$ cat config.mk
export PLATFORM = sky130hd
export DESIGN_NAME = output_compare_pulse_pwm
export DESIGN_NICKNAME = d
export VERILOG_FILES = /design/src/hdl/oc_pkg.sv /design/src/hdl/timebase_if.sv /design/src/hdl/timebase_counter.sv /design/src/hdl/output_compare_pulse_pwm.sv /design/src/verif/pin_monitor.sv /design/src/verif/tb.sv
export SDC_FILE = /design/constraint.sdc
export NUM_CORES = 1
export LEC_CHECK = 0
export BUFFER_PORTS_ARGS = -buffer_cell sky130_fd_sc_hd__buf_2
export CAP_MARGIN = 20
export CORE_MARGIN = 2
export CORE_UTILIZATION = 55
export DETAILED_ROUTE_END_ITERATION = 8
export PLACE_DENSITY = 0.81
export SLEW_MARGIN = 5
export SYNTH_ARGS = -nofsm -noshare
export SYNTH_HDL_FRONTEND = slang
export SYNTH_SLANG_ARGS = --single-unit
$ cat constraint.sdc
create_clock -name clock_in -period 2.8 [get_ports clock_in]
set_input_delay 0.42 -clock clock_in [delete_from_list [all_inputs] [get_ports clock_in]]
set_output_delay 0.42 -clock clock_in [all_outputs]
set_load 0.01 [all_outputs]
$ cat src/hdl/oc_pkg.sv
package oc_pkg;
   localparam int unsigned COUNT_WIDTH = 16;
   localparam int unsigned PRESCALE_DEFAULT = 1;
   localparam int unsigned MODE_WIDTH = 3;

   typedef enum logic [2:0] {
      MODE_OFF        = 3'h0,
      MODE_SET_HIGH   = 3'h1,
      MODE_SET_LOW    = 3'h2,
      MODE_TOGGLE     = 3'h3,
      MODE_SINGLE     = 3'h4,
      MODE_CONTINUOUS = 3'h5,
      MODE_PWM        = 3'h6,
      MODE_PWM_FAULT  = 3'h7
   } compare_mode_t;

   localparam logic [COUNT_WIDTH-1:0] COUNT_ZERO   = 16'h0000;
   localparam logic [COUNT_WIDTH-1:0] COMPARE_RESET = 16'h0000;
   localparam logic                   PIN_IDLE      = 1'b0;
   localparam logic                   SELECT_FIRST  = 1'b0;
endpackage

$ cat src/hdl/timebase_if.sv
`timescale 1ns/10ps
interface timebase_if #(
   parameter int unsigned W = 16
);
   logic [W-1:0] count;
   logic         step;
   logic         period_match;

   modport producer (output count, output step, output period_match);
   modport consumer (input count, input step, input period_match);
endinterface

$ cat src/hdl/timebase_counter.sv
`timescale 1ns/10ps
module timebase_counter
   import oc_pkg::*;
#(
   parameter int unsigned W        = COUNT_WIDTH,
   parameter int unsigned PRESCALE = PRESCALE_DEFAULT
) (
   input  wire logic         clock_in,
   input  wire logic         rst_in,
   input  wire logic         timebase_run_in,
   input  wire logic [W-1:0] period_limit_in,
   timebase_if.producer      tb
);
   localparam int unsigned PW = (PRESCALE > 1) ? $clog2(PRESCALE) : 1;
   localparam logic [PW-1:0] PRE_LAST = PW'(PRESCALE - 1);
   localparam logic [PW-1:0] PRE_ZERO = '0;

   typedef struct packed {
      logic [PW-1:0] pre;
      logic [W-1:0]  count;
      logic          step;
      logic          period_match;
   } tb_state_t;

   tb_state_t state;
   tb_state_t next_state;

   ////////////////////////////////////////////////////////////////////////
   // prescaled counter, wraps at the period limit
   always_comb begin
      next_state = state;
      next_state.step = 1'b0;
      if (timebase_run_in) begin
         if (state.pre == PRE_LAST) begin
            next_state.pre = PRE_ZERO;
            next_state.step = 1'b1;
            if (state.count == period_limit_in) begin
               next_state.count = W'(COUNT_ZERO);
            end else begin
               next_state.count = W'(state.count + 1'b1);
            end
         end else begin
            next_state.pre = PW'(state.pre + 1'b1);
         end
      end
      next_state.period_match = (next_state.count == period_limit_in);
   end

   always_ff @(posedge clock_in) begin
      if (rst_in) begin
         state <= '0;
      end else begin
         state <= next_state;
      end
   end

   assign tb.count        = state.count;
   assign tb.step         = state.step;
   assign tb.period_match = state.period_match;
endmodule

$ cat src/hdl/output_compare_pulse_pwm.sv
// Functional notes
// - mode 100 drives pin low, arms one pulse
// - pulse modes: primary match drives pin high
// - single mode: secondary match ends pulse, stays low
// - pulse-ending match sets flag; irq gated by enable
// - rewriting mode 100 rearms without disabling
// - mode 101 pin low, pulse every period
// - timer wraps to zero at period limit
// - continuous mode: flag on every secondary match
// - select bit picks timer supplying the count
// - pwm: secondary copied to duty at period match
// - pwm: primary read-only, initial duty first period
// - period limit N gives N plus one counts
// - pwm duty zero holds pin low
// - pwm duty above period holds pin high
// - pwm duty equal period: one count low
// - mode 000 disables the channel
// - select 1 second timer, 0 first timer
`timescale 1ns/10ps
module output_compare_pulse_pwm
   import oc_pkg::*;
#(
   parameter int unsigned W          = COUNT_WIDTH,
   parameter int unsigned PRESCALE_A = PRESCALE_DEFAULT,
   parameter int unsigned PRESCALE_B = PRESCALE_DEFAULT
) (
   input  wire logic                  clock_in,
   input  wire logic                  rst_in,
   input  wire logic [MODE_WIDTH-1:0] compare_mode_sel_in,
   input  wire logic                  timebase_select_in,
   input  wire logic                  control_write_in,
   input  wire logic [W-1:0]          primary_compare_value_in,
   input  wire logic                  primary_write_in,
   input  wire logic [W-1:0]          secondary_compare_value_in,
   input  wire logic                  secondary_write_in,
   input  wire logic [W-1:0]          period_limit_a_in,
   input  wire logic [W-1:0]          period_limit_b_in,
   input  wire logic                  timebase_run_a_in,
   input  wire logic                  timebase_run_b_in,
   input  wire logic                  compare_irq_enable_in,
   input  wire logic                  compare_irq_flag_clear_in,
   output logic                       compare_output_pin_out,
   output logic                       compare_irq_flag_out,
   output logic                       compare_irq_out,
   output logic [MODE_WIDTH-1:0]      compare_mode_sel_out,
   output logic                       timebase_select_out,
   output logic [W-1:0]               primary_compare_value_out,
   output logic [W-1:0]               secondary_compare_value_out,
   output logic [W-1:0]               timebase_count_a_out,
   output logic [W-1:0]               timebase_count_b_out
);
   typedef struct packed {
      compare_mode_t mode;
      logic          tsel;
      logic          pin;
      logic          done;
      logic          flag;
      logic          irq;
      logic [W-1:0]  primary;
      logic [W-1:0]  secondary;
      logic [W-1:0]  count_a;
      logic [W-1:0]  count_b;
   } oc_state_t;

   oc_state_t state;
   oc_state_t next_state;

   timebase_if #(.W(W)) tb_a ();
   timebase_if #(.W(W)) tb_b ();

   logic [W-1:0] sel_count;
   logic         sel_step;
   logic         sel_period_match;
   logic         pwm_mode;
   logic         pulse_mode;
   logic         hit_primary;
   logic         hit_secondary;

   ////////////////////////////////////////////////////////////////////////
   // two time bases
   timebase_counter #(.W(W), .PRESCALE(PRESCALE_A)) timebase_a (
      .clock_in        (clock_in),
      .rst_in          (rst_in),
      .timebase_run_in (timebase_run_a_in),
      .period_limit_in (period_limit_a_in),
      .tb              (tb_a)
   );

   timebase_counter #(.W(W), .PRESCALE(PRESCALE_B)) timebase_b (
      .clock_in        (clock_in),
      .rst_in          (rst_in),
      .timebase_run_in (timebase_run_b_in),
      .period_limit_in (period_limit_b_in),
      .tb              (tb_b)
   );

   ////////////////////////////////////////////////////////////////////////
   // time base selection and compare matches
   always_comb begin
      if (state.tsel == SELECT_FIRST) begin
         sel_count        = tb_a.count;
         sel_step         = tb_a.step;
         sel_period_match = tb_a.period_match;
      end else begin
         sel_count        = tb_b.count;
         sel_step         = tb_b.step;
         sel_period_match = tb_b.period_match;
      end
      pwm_mode      = (state.mode == MODE_PWM) || (state.mode == MODE_PWM_FAULT);
      pulse_mode    = (state.mode == MODE_SINGLE) || (state.mode == MODE_CONTINUOUS);
      hit_primary   = sel_step && (sel_count == state.primary);
      hit_secondary = sel_step && (sel_count == state.secondary);
   end

   ////////////////////////////////////////////////////////////////////////
   // channel next state
   always_comb begin
      next_state = state;
      next_state.count_a = tb_a.count;
      next_state.count_b = tb_b.count;
      if (secondary_write_in) begin
         next_state.secondary = secondary_compare_value_in;
      end
      if (primary_write_in && !pwm_mode) begin
         next_state.primary = primary_compare_value_in;
      end
      case (state.mode)
         MODE_SINGLE, MODE_CONTINUOUS: begin
            if (hit_primary && !state.done) begin
               next_state.pin = 1'b1;
            end
            if (hit_secondary) begin
               next_state.pin  = 1'b0;
               next_state.flag = 1'b1;
               // only a pulse that has begun can end the single shot
               if (state.mode == MODE_SINGLE && (state.pin || hit_primary)) begin
                  next_state.done = 1'b1;
               end
            end
         end
         MODE_PWM, MODE_PWM_FAULT: begin
            // high below duty; covers 0%, 100% and duty == period
            next_state.pin = (sel_count < state.primary);
            if (sel_step && sel_period_match) begin
               next_state.primary = state.secondary;
            end
         end
         MODE_OFF: begin
            next_state.pin = PIN_IDLE;
         end
         default: begin
            next_state.pin = state.pin;
         end
      endcase
      if (control_write_in) begin
         next_state.mode = compare_mode_t'(compare_mode_sel_in);
         next_state.tsel = timebase_select_in;
         next_state.done = 1'b0;
         if (compare_mode_t'(compare_mode_sel_in) != MODE_PWM &&
             compare_mode_t'(compare_mode_sel_in) != MODE_PWM_FAULT) begin
            next_state.pin = PIN_IDLE;
         end
      end
      // set wins over clear
      if (compare_irq_flag_clear_in && !(pulse_mode && hit_secondary)) begin
         next_state.flag = 1'b0;
      end
      next_state.irq = next_state.flag && compare_irq_enable_in;
   end

   always_ff @(posedge clock_in) begin
      if (rst_in) begin
         state           <= '0;
         state.mode      <= MODE_OFF;
         state.tsel      <= SELECT_FIRST;
         state.pin       <= PIN_IDLE;
         state.primary   <= COMPARE_RESET;
         state.secondary <= COMPARE_RESET;
      end else begin
         state <= next_state;
      end
   end

   ////////////////////////////////////////////////////////////////////////
   // outputs
   assign compare_output_pin_out      = state.pin;
   assign compare_irq_flag_out        = state.flag;
   assign compare_irq_out             = state.irq;
   assign compare_mode_sel_out        = state.mode;
   assign timebase_select_out         = state.tsel;
   assign primary_compare_value_out   = state.primary;
   assign secondary_compare_value_out = state.secondary;
   assign timebase_count_a_out        = state.count_a;
   assign timebase_count_b_out        = state.count_b;
endmodule

$ cat src/verif/pin_monitor.sv
`timescale 1ns/10ps
module pin_monitor (
   input  wire logic  clock_in,
   input  wire logic  rst_in,
   input  wire logic  pin_in,
   output logic       done_out,
   output logic [15:0] high_out,
   output logic [15:0] low_out
);
   logic        last;
   logic [15:0] hcnt;
   logic [15:0] lcnt;
   // load seen on the pin: times high and low spans, reports at each fall
   always_ff @(posedge clock_in) begin
      done_out <= 1'b0;
      last <= rst_in ? 1'b0 : pin_in;
      hcnt <= pin_in ? (last ? hcnt + 16'h0001 : 16'h0001) : hcnt;
      lcnt <= pin_in ? lcnt : (last ? 16'h0001 : lcnt + 16'h0001);
      if (!rst_in && last && !pin_in) begin
         done_out <= 1'b1;
         high_out <= hcnt;
         low_out <= lcnt;
      end
   end
endmodule

$ cat src/verif/tb.sv
`timescale 1ns/10ps
module tb;
   import oc_pkg::*;
   logic        clock_in, rst_in, control_write_in, timebase_select_in, done, watch;
   logic        primary_write_in, secondary_write_in, timebase_run_a_in, timebase_run_b_in;
   logic        compare_irq_enable_in, compare_irq_flag_clear_in, compare_output_pin_out;
   logic        compare_irq_flag_out, compare_irq_out, timebase_select_out;
   logic [2:0]  compare_mode_sel_in, compare_mode_sel_out;
   logic [15:0] primary_compare_value_in, secondary_compare_value_in, period_limit_a_in;
   logic [15:0] period_limit_b_in, primary_compare_value_out, secondary_compare_value_out;
   logic [15:0] timebase_count_a_out, timebase_count_b_out, high_len, low_len, d;
   logic [31:0] seed, e, exp_q[$];
   int          err_count, num_checks;
   output_compare_pulse_pwm DUT (.*);
   pin_monitor ext (.clock_in, .rst_in, .pin_in(compare_output_pin_out), .done_out(done),
      .high_out(high_len), .low_out(low_len));
   ////////////////////////////////////////////////////////////////////////
   function logic [31:0] xs();
      seed ^= seed << 13;
      seed ^= seed >> 17;
      seed ^= seed << 5;
      return seed;
   endfunction
   task chk(string n, logic [15:0] x, logic [15:0] g);
      num_checks++;
      if (g !== x) begin
         err_count++;
         $display("BAD %s expected %h seen %h", n, x, g);
      end
   endtask
   task cyc(int n);
      repeat (n) @(posedge clock_in);
      #1;
   endtask
   task wr(logic [2:0] m, logic s);
      compare_mode_sel_in = m;
      timebase_select_in = s;
      control_write_in = 1;
      cyc(1);
      control_write_in = 0;
   endtask
   task cmp(logic [15:0] p, logic [15:0] s);
      {primary_compare_value_in, secondary_compare_value_in} = {p, s};
      {primary_write_in, secondary_write_in} = 2'b11;
      cyc(1);
      {primary_write_in, secondary_write_in} = 2'b00;
   endtask
   task exp_p(int n, logic [15:0] h, logic [15:0] l);
      watch = 1;
      repeat (n) exp_q.push_back({h, l});
      for (int i = 0; i < 200 && exp_q.size() > 0; i++) cyc(1);
      chk("missing pulses", 0, 16'(exp_q.size()));
   endtask
   task wrap_up();
      $display("checks %0d mismatches %0d", num_checks, err_count);
      if (err_count == 0 && num_checks > 0)
         $display("ALL TESTS PASSED");
      else
         $display("TESTS FAILED");
      $finish;
   endtask
   ////////////////////////////////////////////////////////////////////////
   always @(posedge clock_in) if (watch && done) begin
      e = exp_q.size() ? exp_q.pop_front() : 32'hffff_ffff;
      chk("pulse high", e[31:16], high_len);
      if (e[15:0] != 16'hffff) chk("pulse low", e[15:0], low_len);
   end
   initial begin
      clock_in = 0;
      forever #50 clock_in = ~clock_in;
   end
   initial begin
      #300000;
      err_count++;
      wrap_up();
   end
   initial begin
      {control_write_in, timebase_select_in, primary_write_in, secondary_write_in} = '0;
      {timebase_run_a_in, timebase_run_b_in, compare_irq_enable_in, compare_irq_flag_clear_in} = '0;
      {compare_mode_sel_in, primary_compare_value_in, secondary_compare_value_in, watch} = '0;
      {period_limit_a_in, period_limit_b_in, seed, rst_in} = {16'h0009, 16'h0007, 32'd34227, 1'b1};
      cyc(10);
      rst_in = 0;
      chk("reset mode", 0, 16'(compare_mode_sel_out));
      cmp(2, 5);
      compare_irq_enable_in = 1;
      wr(4, 0);
      timebase_run_a_in = 1;
      exp_p(1, 3, 16'hffff);
      cyc(30);
      chk("flag", 1, 16'(compare_irq_flag_out));
      chk("irq", 1, 16'(compare_irq_out));
      compare_irq_flag_clear_in = 1;
      cyc(1);
      compare_irq_flag_clear_in = 0;
      wr(4, 0);
      exp_p(1, 3, 16'hffff);
      cyc(30);
      watch = 0;
      $display("test single done");
      compare_irq_enable_in = 0;
      cmp(1, 4);
      wr(5, 1);
      timebase_run_b_in = 1;
      chk("select", 1, 16'(timebase_select_out));
      exp_p(1, 3, 16'hffff);
      exp_p(2, 3, 5);
      chk("flag", 1, 16'(compare_irq_flag_out));
      chk("irq", 0, 16'(compare_irq_out));
      chk("count b range", 1, 16'(timebase_count_b_out <= 16'h0007));
      watch = 0;
      wr(0, 0);
      cyc(20);
      chk("off pin", 0, 16'(compare_output_pin_out));
      $display("test continuous done");
      cmp(4, 4);
      wr(6, 0);
      cyc(25);
      exp_p(2, 4, 6);
      watch = 0;
      cmp(1, 9);
      cyc(25);
      chk("duty", 9, primary_compare_value_out);
      exp_p(2, 9, 1);
      for (int k = 0; k < 3; k++) begin
         d = 16'(xs() % 8) + 16'h0001;
         watch = 0;
         cmp(d, d);
         cyc(25);
         exp_p(1, d, 16'h000a - d);
      end
      watch = 0;
      cmp(0, 0);
      cyc(25);
      watch = 1;
      cyc(25);
      chk("zero duty", 0, 16'(compare_output_pin_out));
      watch = 0;
      cmp(12, 12);
      cyc(25);
      watch = 1;
      cyc(25);
      chk("full duty", 1, 16'(compare_output_pin_out));
      $display("test pwm done");
      wrap_up();
   end
endmodule
* After elaboration in Yosys (flattened, before gate mapping)
Index checks and enable logic that the tools add are counted.
** Operators by class
- Equal/unequal tests :: 12
- Mux-type cells :: 22
- Add/subtract/negate cells :: 4
- Reductions and logical operators :: 23
- Bitwise gates (word level) :: 2
- Magnitude comparators :: 1
** Operators by type and width (count)
- 16-bit == test :: 6
- 16-bit two-way mux :: 6
- 17-bit two-way mux :: 4
- 16-bit by 1-bit adder with 16-bit output (second input constant) :: 2
- 16-bit < comparator :: 1
- 3-bit == test (second input constant) :: 4
- 1-bit logical AND :: 10
- 2-bit OR reduction :: 5
- 1-bit two-way mux :: 8
- 3-bit != test (second input constant) :: 2
- 2-bit two-way mux :: 2
- 1-bit logical NOT :: 3
- 3-bit logical NOT :: 1
- 1-bit logical OR :: 3
- 3-bit two-way mux :: 1
- 1-bit case mux with 3 select lines :: 1
- 3-bit AND reduction :: 1
- 1-bit adder (second input constant) :: 2
- 1-bit NOT :: 2
** Word-level totals
- Output and inout bits :: 71
- Bits in registers :: 110
- Word-level logic and storage cells :: 82

* Longest topological paths before layout
- Word-level depth :: 10
- Depth in mapped cells :: 12

* Modules after synthesis
A second synthesis with hierarchy kept.
** Second synthesis, totals
- Cell total of the unflattened synthesis :: 743
- Area total of the unflattened synthesis :: 6444.9 um^2
** By module, submodules not included
- output_compare_pulse_pwm :: sequential area each 1441.4 um^2, cells an instance 419, times used 1, area each 3784.9 um^2
- timebase_counter (timebase_a) :: sequential area each 360.3 um^2, cells an instance 164, times used 1, area each 1348.8 um^2
- timebase_counter (timebase_b) :: sequential area each 360.3 um^2, cells an instance 160, times used 1, area each 1311.3 um^2

* Worst setup path after synthesis
OpenSTA, ideal clock, no wires.
- Path kind :: flip-flop to flip-flop
- From :: reg state, in the netlist timebase_select_out
- To :: reg state, in the netlist compare_output_pin_out
- Library setup time :: 0.070 ns
- Buffers on the path :: 2
- Path slack :: 0.347 ns
- Stages on the path, launching flop included :: 12
- Arrival :: 2.383 ns
- Path through :: dfxtp_1 -> buf_2 -> buf_2 -> mux2_2 -> ha_1 -> nand4_1 -> nor3_1 -> a21oi_1 -> nor3b_1 -> o21ai_0 -> o221a_1 -> a21oi_1
** On the way
- Cells in the longest elaborated chain, start to end :: 9
- Elaborated cells between the ends (all ways) :: 13
- Those cells by class :: order compare: 1; eq/ne: 2; mux: 7; reduce/logical: 3
** Ends and longest elaborated chain
- start, declared :: line output_compare_pulse_pwm.sv:65 : oc_state_t state;
- start signal, assigned :: line output_compare_pulse_pwm.sv:180 : state <= next_state;
- branches (longest 6 deep; another with 16-bit < comparator)
- 1-bit case mux with 3 select lines * :: line output_compare_pulse_pwm.sv:127 : case (state.mode)
- 1-bit two-way mux :: line output_compare_pulse_pwm.sv:159 : if (compare_mode_t'(compare_mode_sel_in) != MODE_PWM &&
- 2-bit two-way mux * :: line output_compare_pulse_pwm.sv:155 : if (control_write_in) begin
Every way passes the cells marked *.
A chain may end at the register's enable or synchronous reset.

* Worst setup path in the final report
- From :: reg timebase_b.state, in the netlist timebase_b.tb.count[3]
- To :: reg timebase_b.state, in the netlist timebase_b.tb.period_match
** On the way
- Cells in the longest elaborated chain, start to end :: 5
- Elaborated cells between the ends (all ways) :: 6
- Those cells by class :: add/sub: 1; eq/ne: 2; mux: 3
** Ends and longest elaborated chain
- start, declared :: line timebase_counter.sv:25 : tb_state_t state;
- start signal, assigned :: line timebase_counter.sv:53 : state <= next_state;
- 16-bit by 1-bit adder with 16-bit output or 16-bit == test (tied branches) :: line timebase_counter.sv:40, timebase_counter.sv:37
- 16-bit two-way mux :: line timebase_counter.sv:37 : if (state.count == period_limit_in) begin
- 17-bit two-way mux :: line timebase_counter.sv:34 : if (state.pre == PRE_LAST) begin
- 17-bit two-way mux * :: line timebase_counter.sv:33 : if (timebase_run_in) begin
- 16-bit == test * :: line timebase_counter.sv:46 : next_state.period_match = (next_state.count == period_limit_in);
Mark *: on every way between the ends. The rest lies on a longest branch, timed or not.

==> qor.csv <==
stage,metric,value,unit
cells_and_area,post-route cell area,7385,um2
synthesis,distinct cell type count of the synthesized netlist,74,
floorplanning,Vert. Die Dim,114.5,um
placed_design,total cell area at the placement stage,7099,um2
detailed_routing,Pre-antenna DRT Iters,5,
critical_path,CP max FO,8,
detailed_routing,post-detailed-route via-to-cell ratio,5.758,
clock_network,Post-CTS Hold Buffers,0,
global_routing,met1 routing resource usage after global routing,0.3523,
detailed_routing,wire length after detailed routing,17.39,mm
synthesis,register bit count reported by yosys,108,
global_routing,met3 track demand over resource in global routing,0.06935,
cells_and_area,post-synthesis to final-layout area growth,9.989,%
clock_network,worst skew pair latency,0.36,ns
global_routing,total global routing overflow,0,
synthesis,proportion of synthesized flip-flops having asynchronous set or reset,0,
detailed_routing,number of routed nets with antenna violations,0,
cells_and_area,Diodes inserted,0,
critical_path,Crit Path Class,register to register,
clock_network,number of buffers inserted during clock tree synthesis,9,
detailed_routing,starting DRC count in detailed routing,372,
timing,Final Max Slew Viols,0,
timing,count of final setup violators,0,
timing,final setup TNS,0,ns
clock_network,deepest level of the CTS H-tree,3,
power_and_ir_drop,total chip power,3.287,mW
floorplanning,placement row count,40,
placed_design,routability congestion estimate,0.9428,
cells_and_area,ratio of cells with drive above 1 in the final layout,0.2511,
clock_network,CTS tree,done,
floorplanning,ports placed on the boundary,148,
critical_path,data required time at the worst endpoint,3.06,ns
clock_network,number of clock sinks,108,
synthesis,Avg Synthesized Cell Area,8.445,um2
timing,post-layout min period,2.662,ns
timing,final period utilization,0.9509,
hold_path,class of the tightest hold or removal check,primary input to register,
floorplanning,Core ar.,11960,um2
global_routing,maximum number of pins on one net before global-route repair,76,
cells_and_area,number of nets in the layout,962,
synthesis,Syn. warnings,0,
synthesis,sequential share of the synthesized area,0.3220,
detailed_routing,Residual DRC,0,
synthesis,most frequently used flop master after synthesis,dfxtp_1,
critical_path,"slowest stage cell, crit path",dfxtp_1,
critical_path,arrival time at the worst endpoint,2.92,ns
cells_and_area,Util after Layout,0.6174,
run_status,run status,completed,
power_and_ir_drop,maximum vdd drop,0.0003425,V
synthesis,fraction of synthesized cell area taken by the top area cell type,0.3220,
floorplanning,area of the die,13110,um2
critical_path,"Largest delay share family, worst path",simple AND/OR/NAND/NOR gates,
synthesis,cell type contributing the most total cell area after synthesis,dfxtp_1,
detailed_routing,final routed wire length divided by cell count,17.07,um
timing,transition time at the pin with the least slew margin,0.7945,ns
synthesis,post-synthesis instance total,795,
synthesis,Netlist Area Pre-Place,6714,um2
detailed_routing,DR vias,5867,
global_routing,layer with the highest usage after global routing,met2,
synthesis,cell with the most instances after synthesis,dfxtp_1,
floorplanning,initial standard-cell utilization of the core,0.5613,
power_and_ir_drop,areal power density over the cells,445.1,nW/um2
floorplanning,Chip Width,114.5,um
synthesis,most common library cells after synthesis,"108 x dfxtp_1, 106 x nor2_1, 72 x buf_4, 49 x xnor2_1",
clock_network,number of buffers on the longest clock path,2,
synthesis,top area cells in the synthesized netlist,"dfxtp_1 32%, buf_4 8.1%, xnor2_1 6.4%, nor2_1 5.9%, mux2i_1 3.6%",
global_routing,antenna violations before repair,0,
synthesis,Post-synth EDFFs,0,
timing,final hold viol count,0,
critical_path,maximum cell stage delay along the critical path,0.60,ns
critical_path,Crit. End Element,register,
timing,Max-slew headroom,0.4704,
clock_network,cell at the root of the clock tree,clkbuf_16,
critical_path,crit path cell chain,"nand3_1, nor4_1, xnor2_1, o22ai_1, a2111o_1, a32o_1, nor4_2",
synthesis,syn nets,890,
critical_path,buffering stage count on the worst path with inverters included,0,
global_routing,All-Layer GR Usage,0.2715,
clock_network,clock-pin slew on the worst setup and hold paths,0.07,ns
timing,timing-limited maximum frequency,375.6,MHz
global_routing,global-route wire length before repair,28.25,mm
global_routing,routing usage on met2,0.4316,
placed_design,number of I/O port buffers,147,
power_and_ir_drop,static leakage,3.233,nW
timing,maximum clock skew at final layout,0.007108,ns
timing,setup repair after global routing missed its margin,false,
critical_path,launching element type of the critical path,register,
timing,Hold WS,0.2896,ns
global_routing,number of global-route vias before repair,5556,
flow_run,max-cap check violation count,0,
placed_design,dpl hpwl,13.33,mm
## tightest hold or removal path: stages
cell and delay (ns):
buf_2 0.07, mux2i_1 0.05, nor2_1 0.07
## layout make-up
class / instances / area, um2
well taps: 147 / 183.9
repair buffers: 176 / 953.4
multi-input cells: 540 / 3686
fillers: 1028 / 4577
flip-flops and latches: 108 / 2163
inverters: 32 / 120.1
clock buffers: 11 / 242.7
clock inverters: 5 / 35.03
## cells by family (layout without fill, tap and decap cells)
group / count (synthesis) / in the layout / synth area share
AO/OA/AOI/OAI: 123 / 123 / 0.1254
XOR/XNOR: 74 / 74 / 0.09970
adder cells (fa/ha/maj): 18 / 18 / 0.03355
buffers and inverters: 147 / 224 / 0.1299
flip-flops: 108 / 108 / 0.3220
multiplexers: 41 / 41 / 0.06429
AND/OR/NAND/NOR: 284 / 284 / 0.2251
## what timing repair did
action | 4_1_cts | 5_1_grt
setup buffers | 0 | 0
resized for setup | 0 | 2
setup endpoints to repair | 0 | 4
## registers in the layout (all words and copies together) (netlist names)
register / cells
primary_compare_value_out: 16
compare_irq_flag_out: 1
timebase_select_out: 1
timebase_a.tb.count: 16
timebase_b.tb.period_match: 1
compare_irq_out: 1
state: 1
timebase_b.tb.count: 16
timebase_count_a_out: 16
secondary_compare_value_out: 16
timebase_a.tb.period_match: 1
compare_output_pin_out: 1
compare_mode_sel_out: 3
timebase_b.tb.step: 1
timebase_count_b_out: 16
timebase_a.tb.step: 1
## placed cells by master, fill, tap and decap left out, types with 3 or more instances in the layout
cell	count
a21oi_1	29
a21o_1	3
mux2i_1	24
o22ai_1	5
xor2_1	23
clkbuf_16	9
nor2b_1	32
dfxtp_1	107
nand3_1	19
o21ai_0	22
xnor2_1	49
o2111ai_1	4
o21a_1	4
a32o_1	3
buf_4	29
nand2b_1	5
nand4_1	21
mux2_2	12
nand2_1	31
nor2_1	106
nor4b_1	4
ha_1	18
nor4_2	5
inv_1	32
nor4_1	10
a211oi_1	20
and2_1	6
nor3_1	17
nor3b_1	6
buf_2	147
or3_1	7
mux2_1	5
## layer usage
metal  up-vias  share of wire
met3        48          0.096
met1      2698           0.42
met4         0          0.028
li1       2837              -
met2       284           0.46
met5         -              0
## metrics by stage
step,instances,setup slack (ns)
2_1_floorplan,795,0.3475
3_3_place_gp,1003,0.1692
3_5_place_dp,1003,0.1081
4_1_cts,1019,0.09006
5_1_grt,1019,0.005467
6_report,1019,0.1376
## power by group
group / switching (mW) / internal [mW]
Clock: 0.582 / 0.632
Sequential: 0.0554 / 1.58
Combinational: 0.237 / 0.202
Total: 0.875 / 2.41
## worst paths after layout
kind,from,end,slack [ns],cells past startpoint
hold reg to reg,compare_irq_flag_out,compare_irq_flag_out,0.51,2
setup / recovery,timebase_b.tb.count[3],timebase_b.tb.period_match,0.14,7
hold / removal,secondary_compare_value_in[11],secondary_compare_value_out[11],0.29,3
setup reg to reg,timebase_b.tb.count[3],timebase_b.tb.period_match,0.14,7
(Power assumes the default switching activity.)
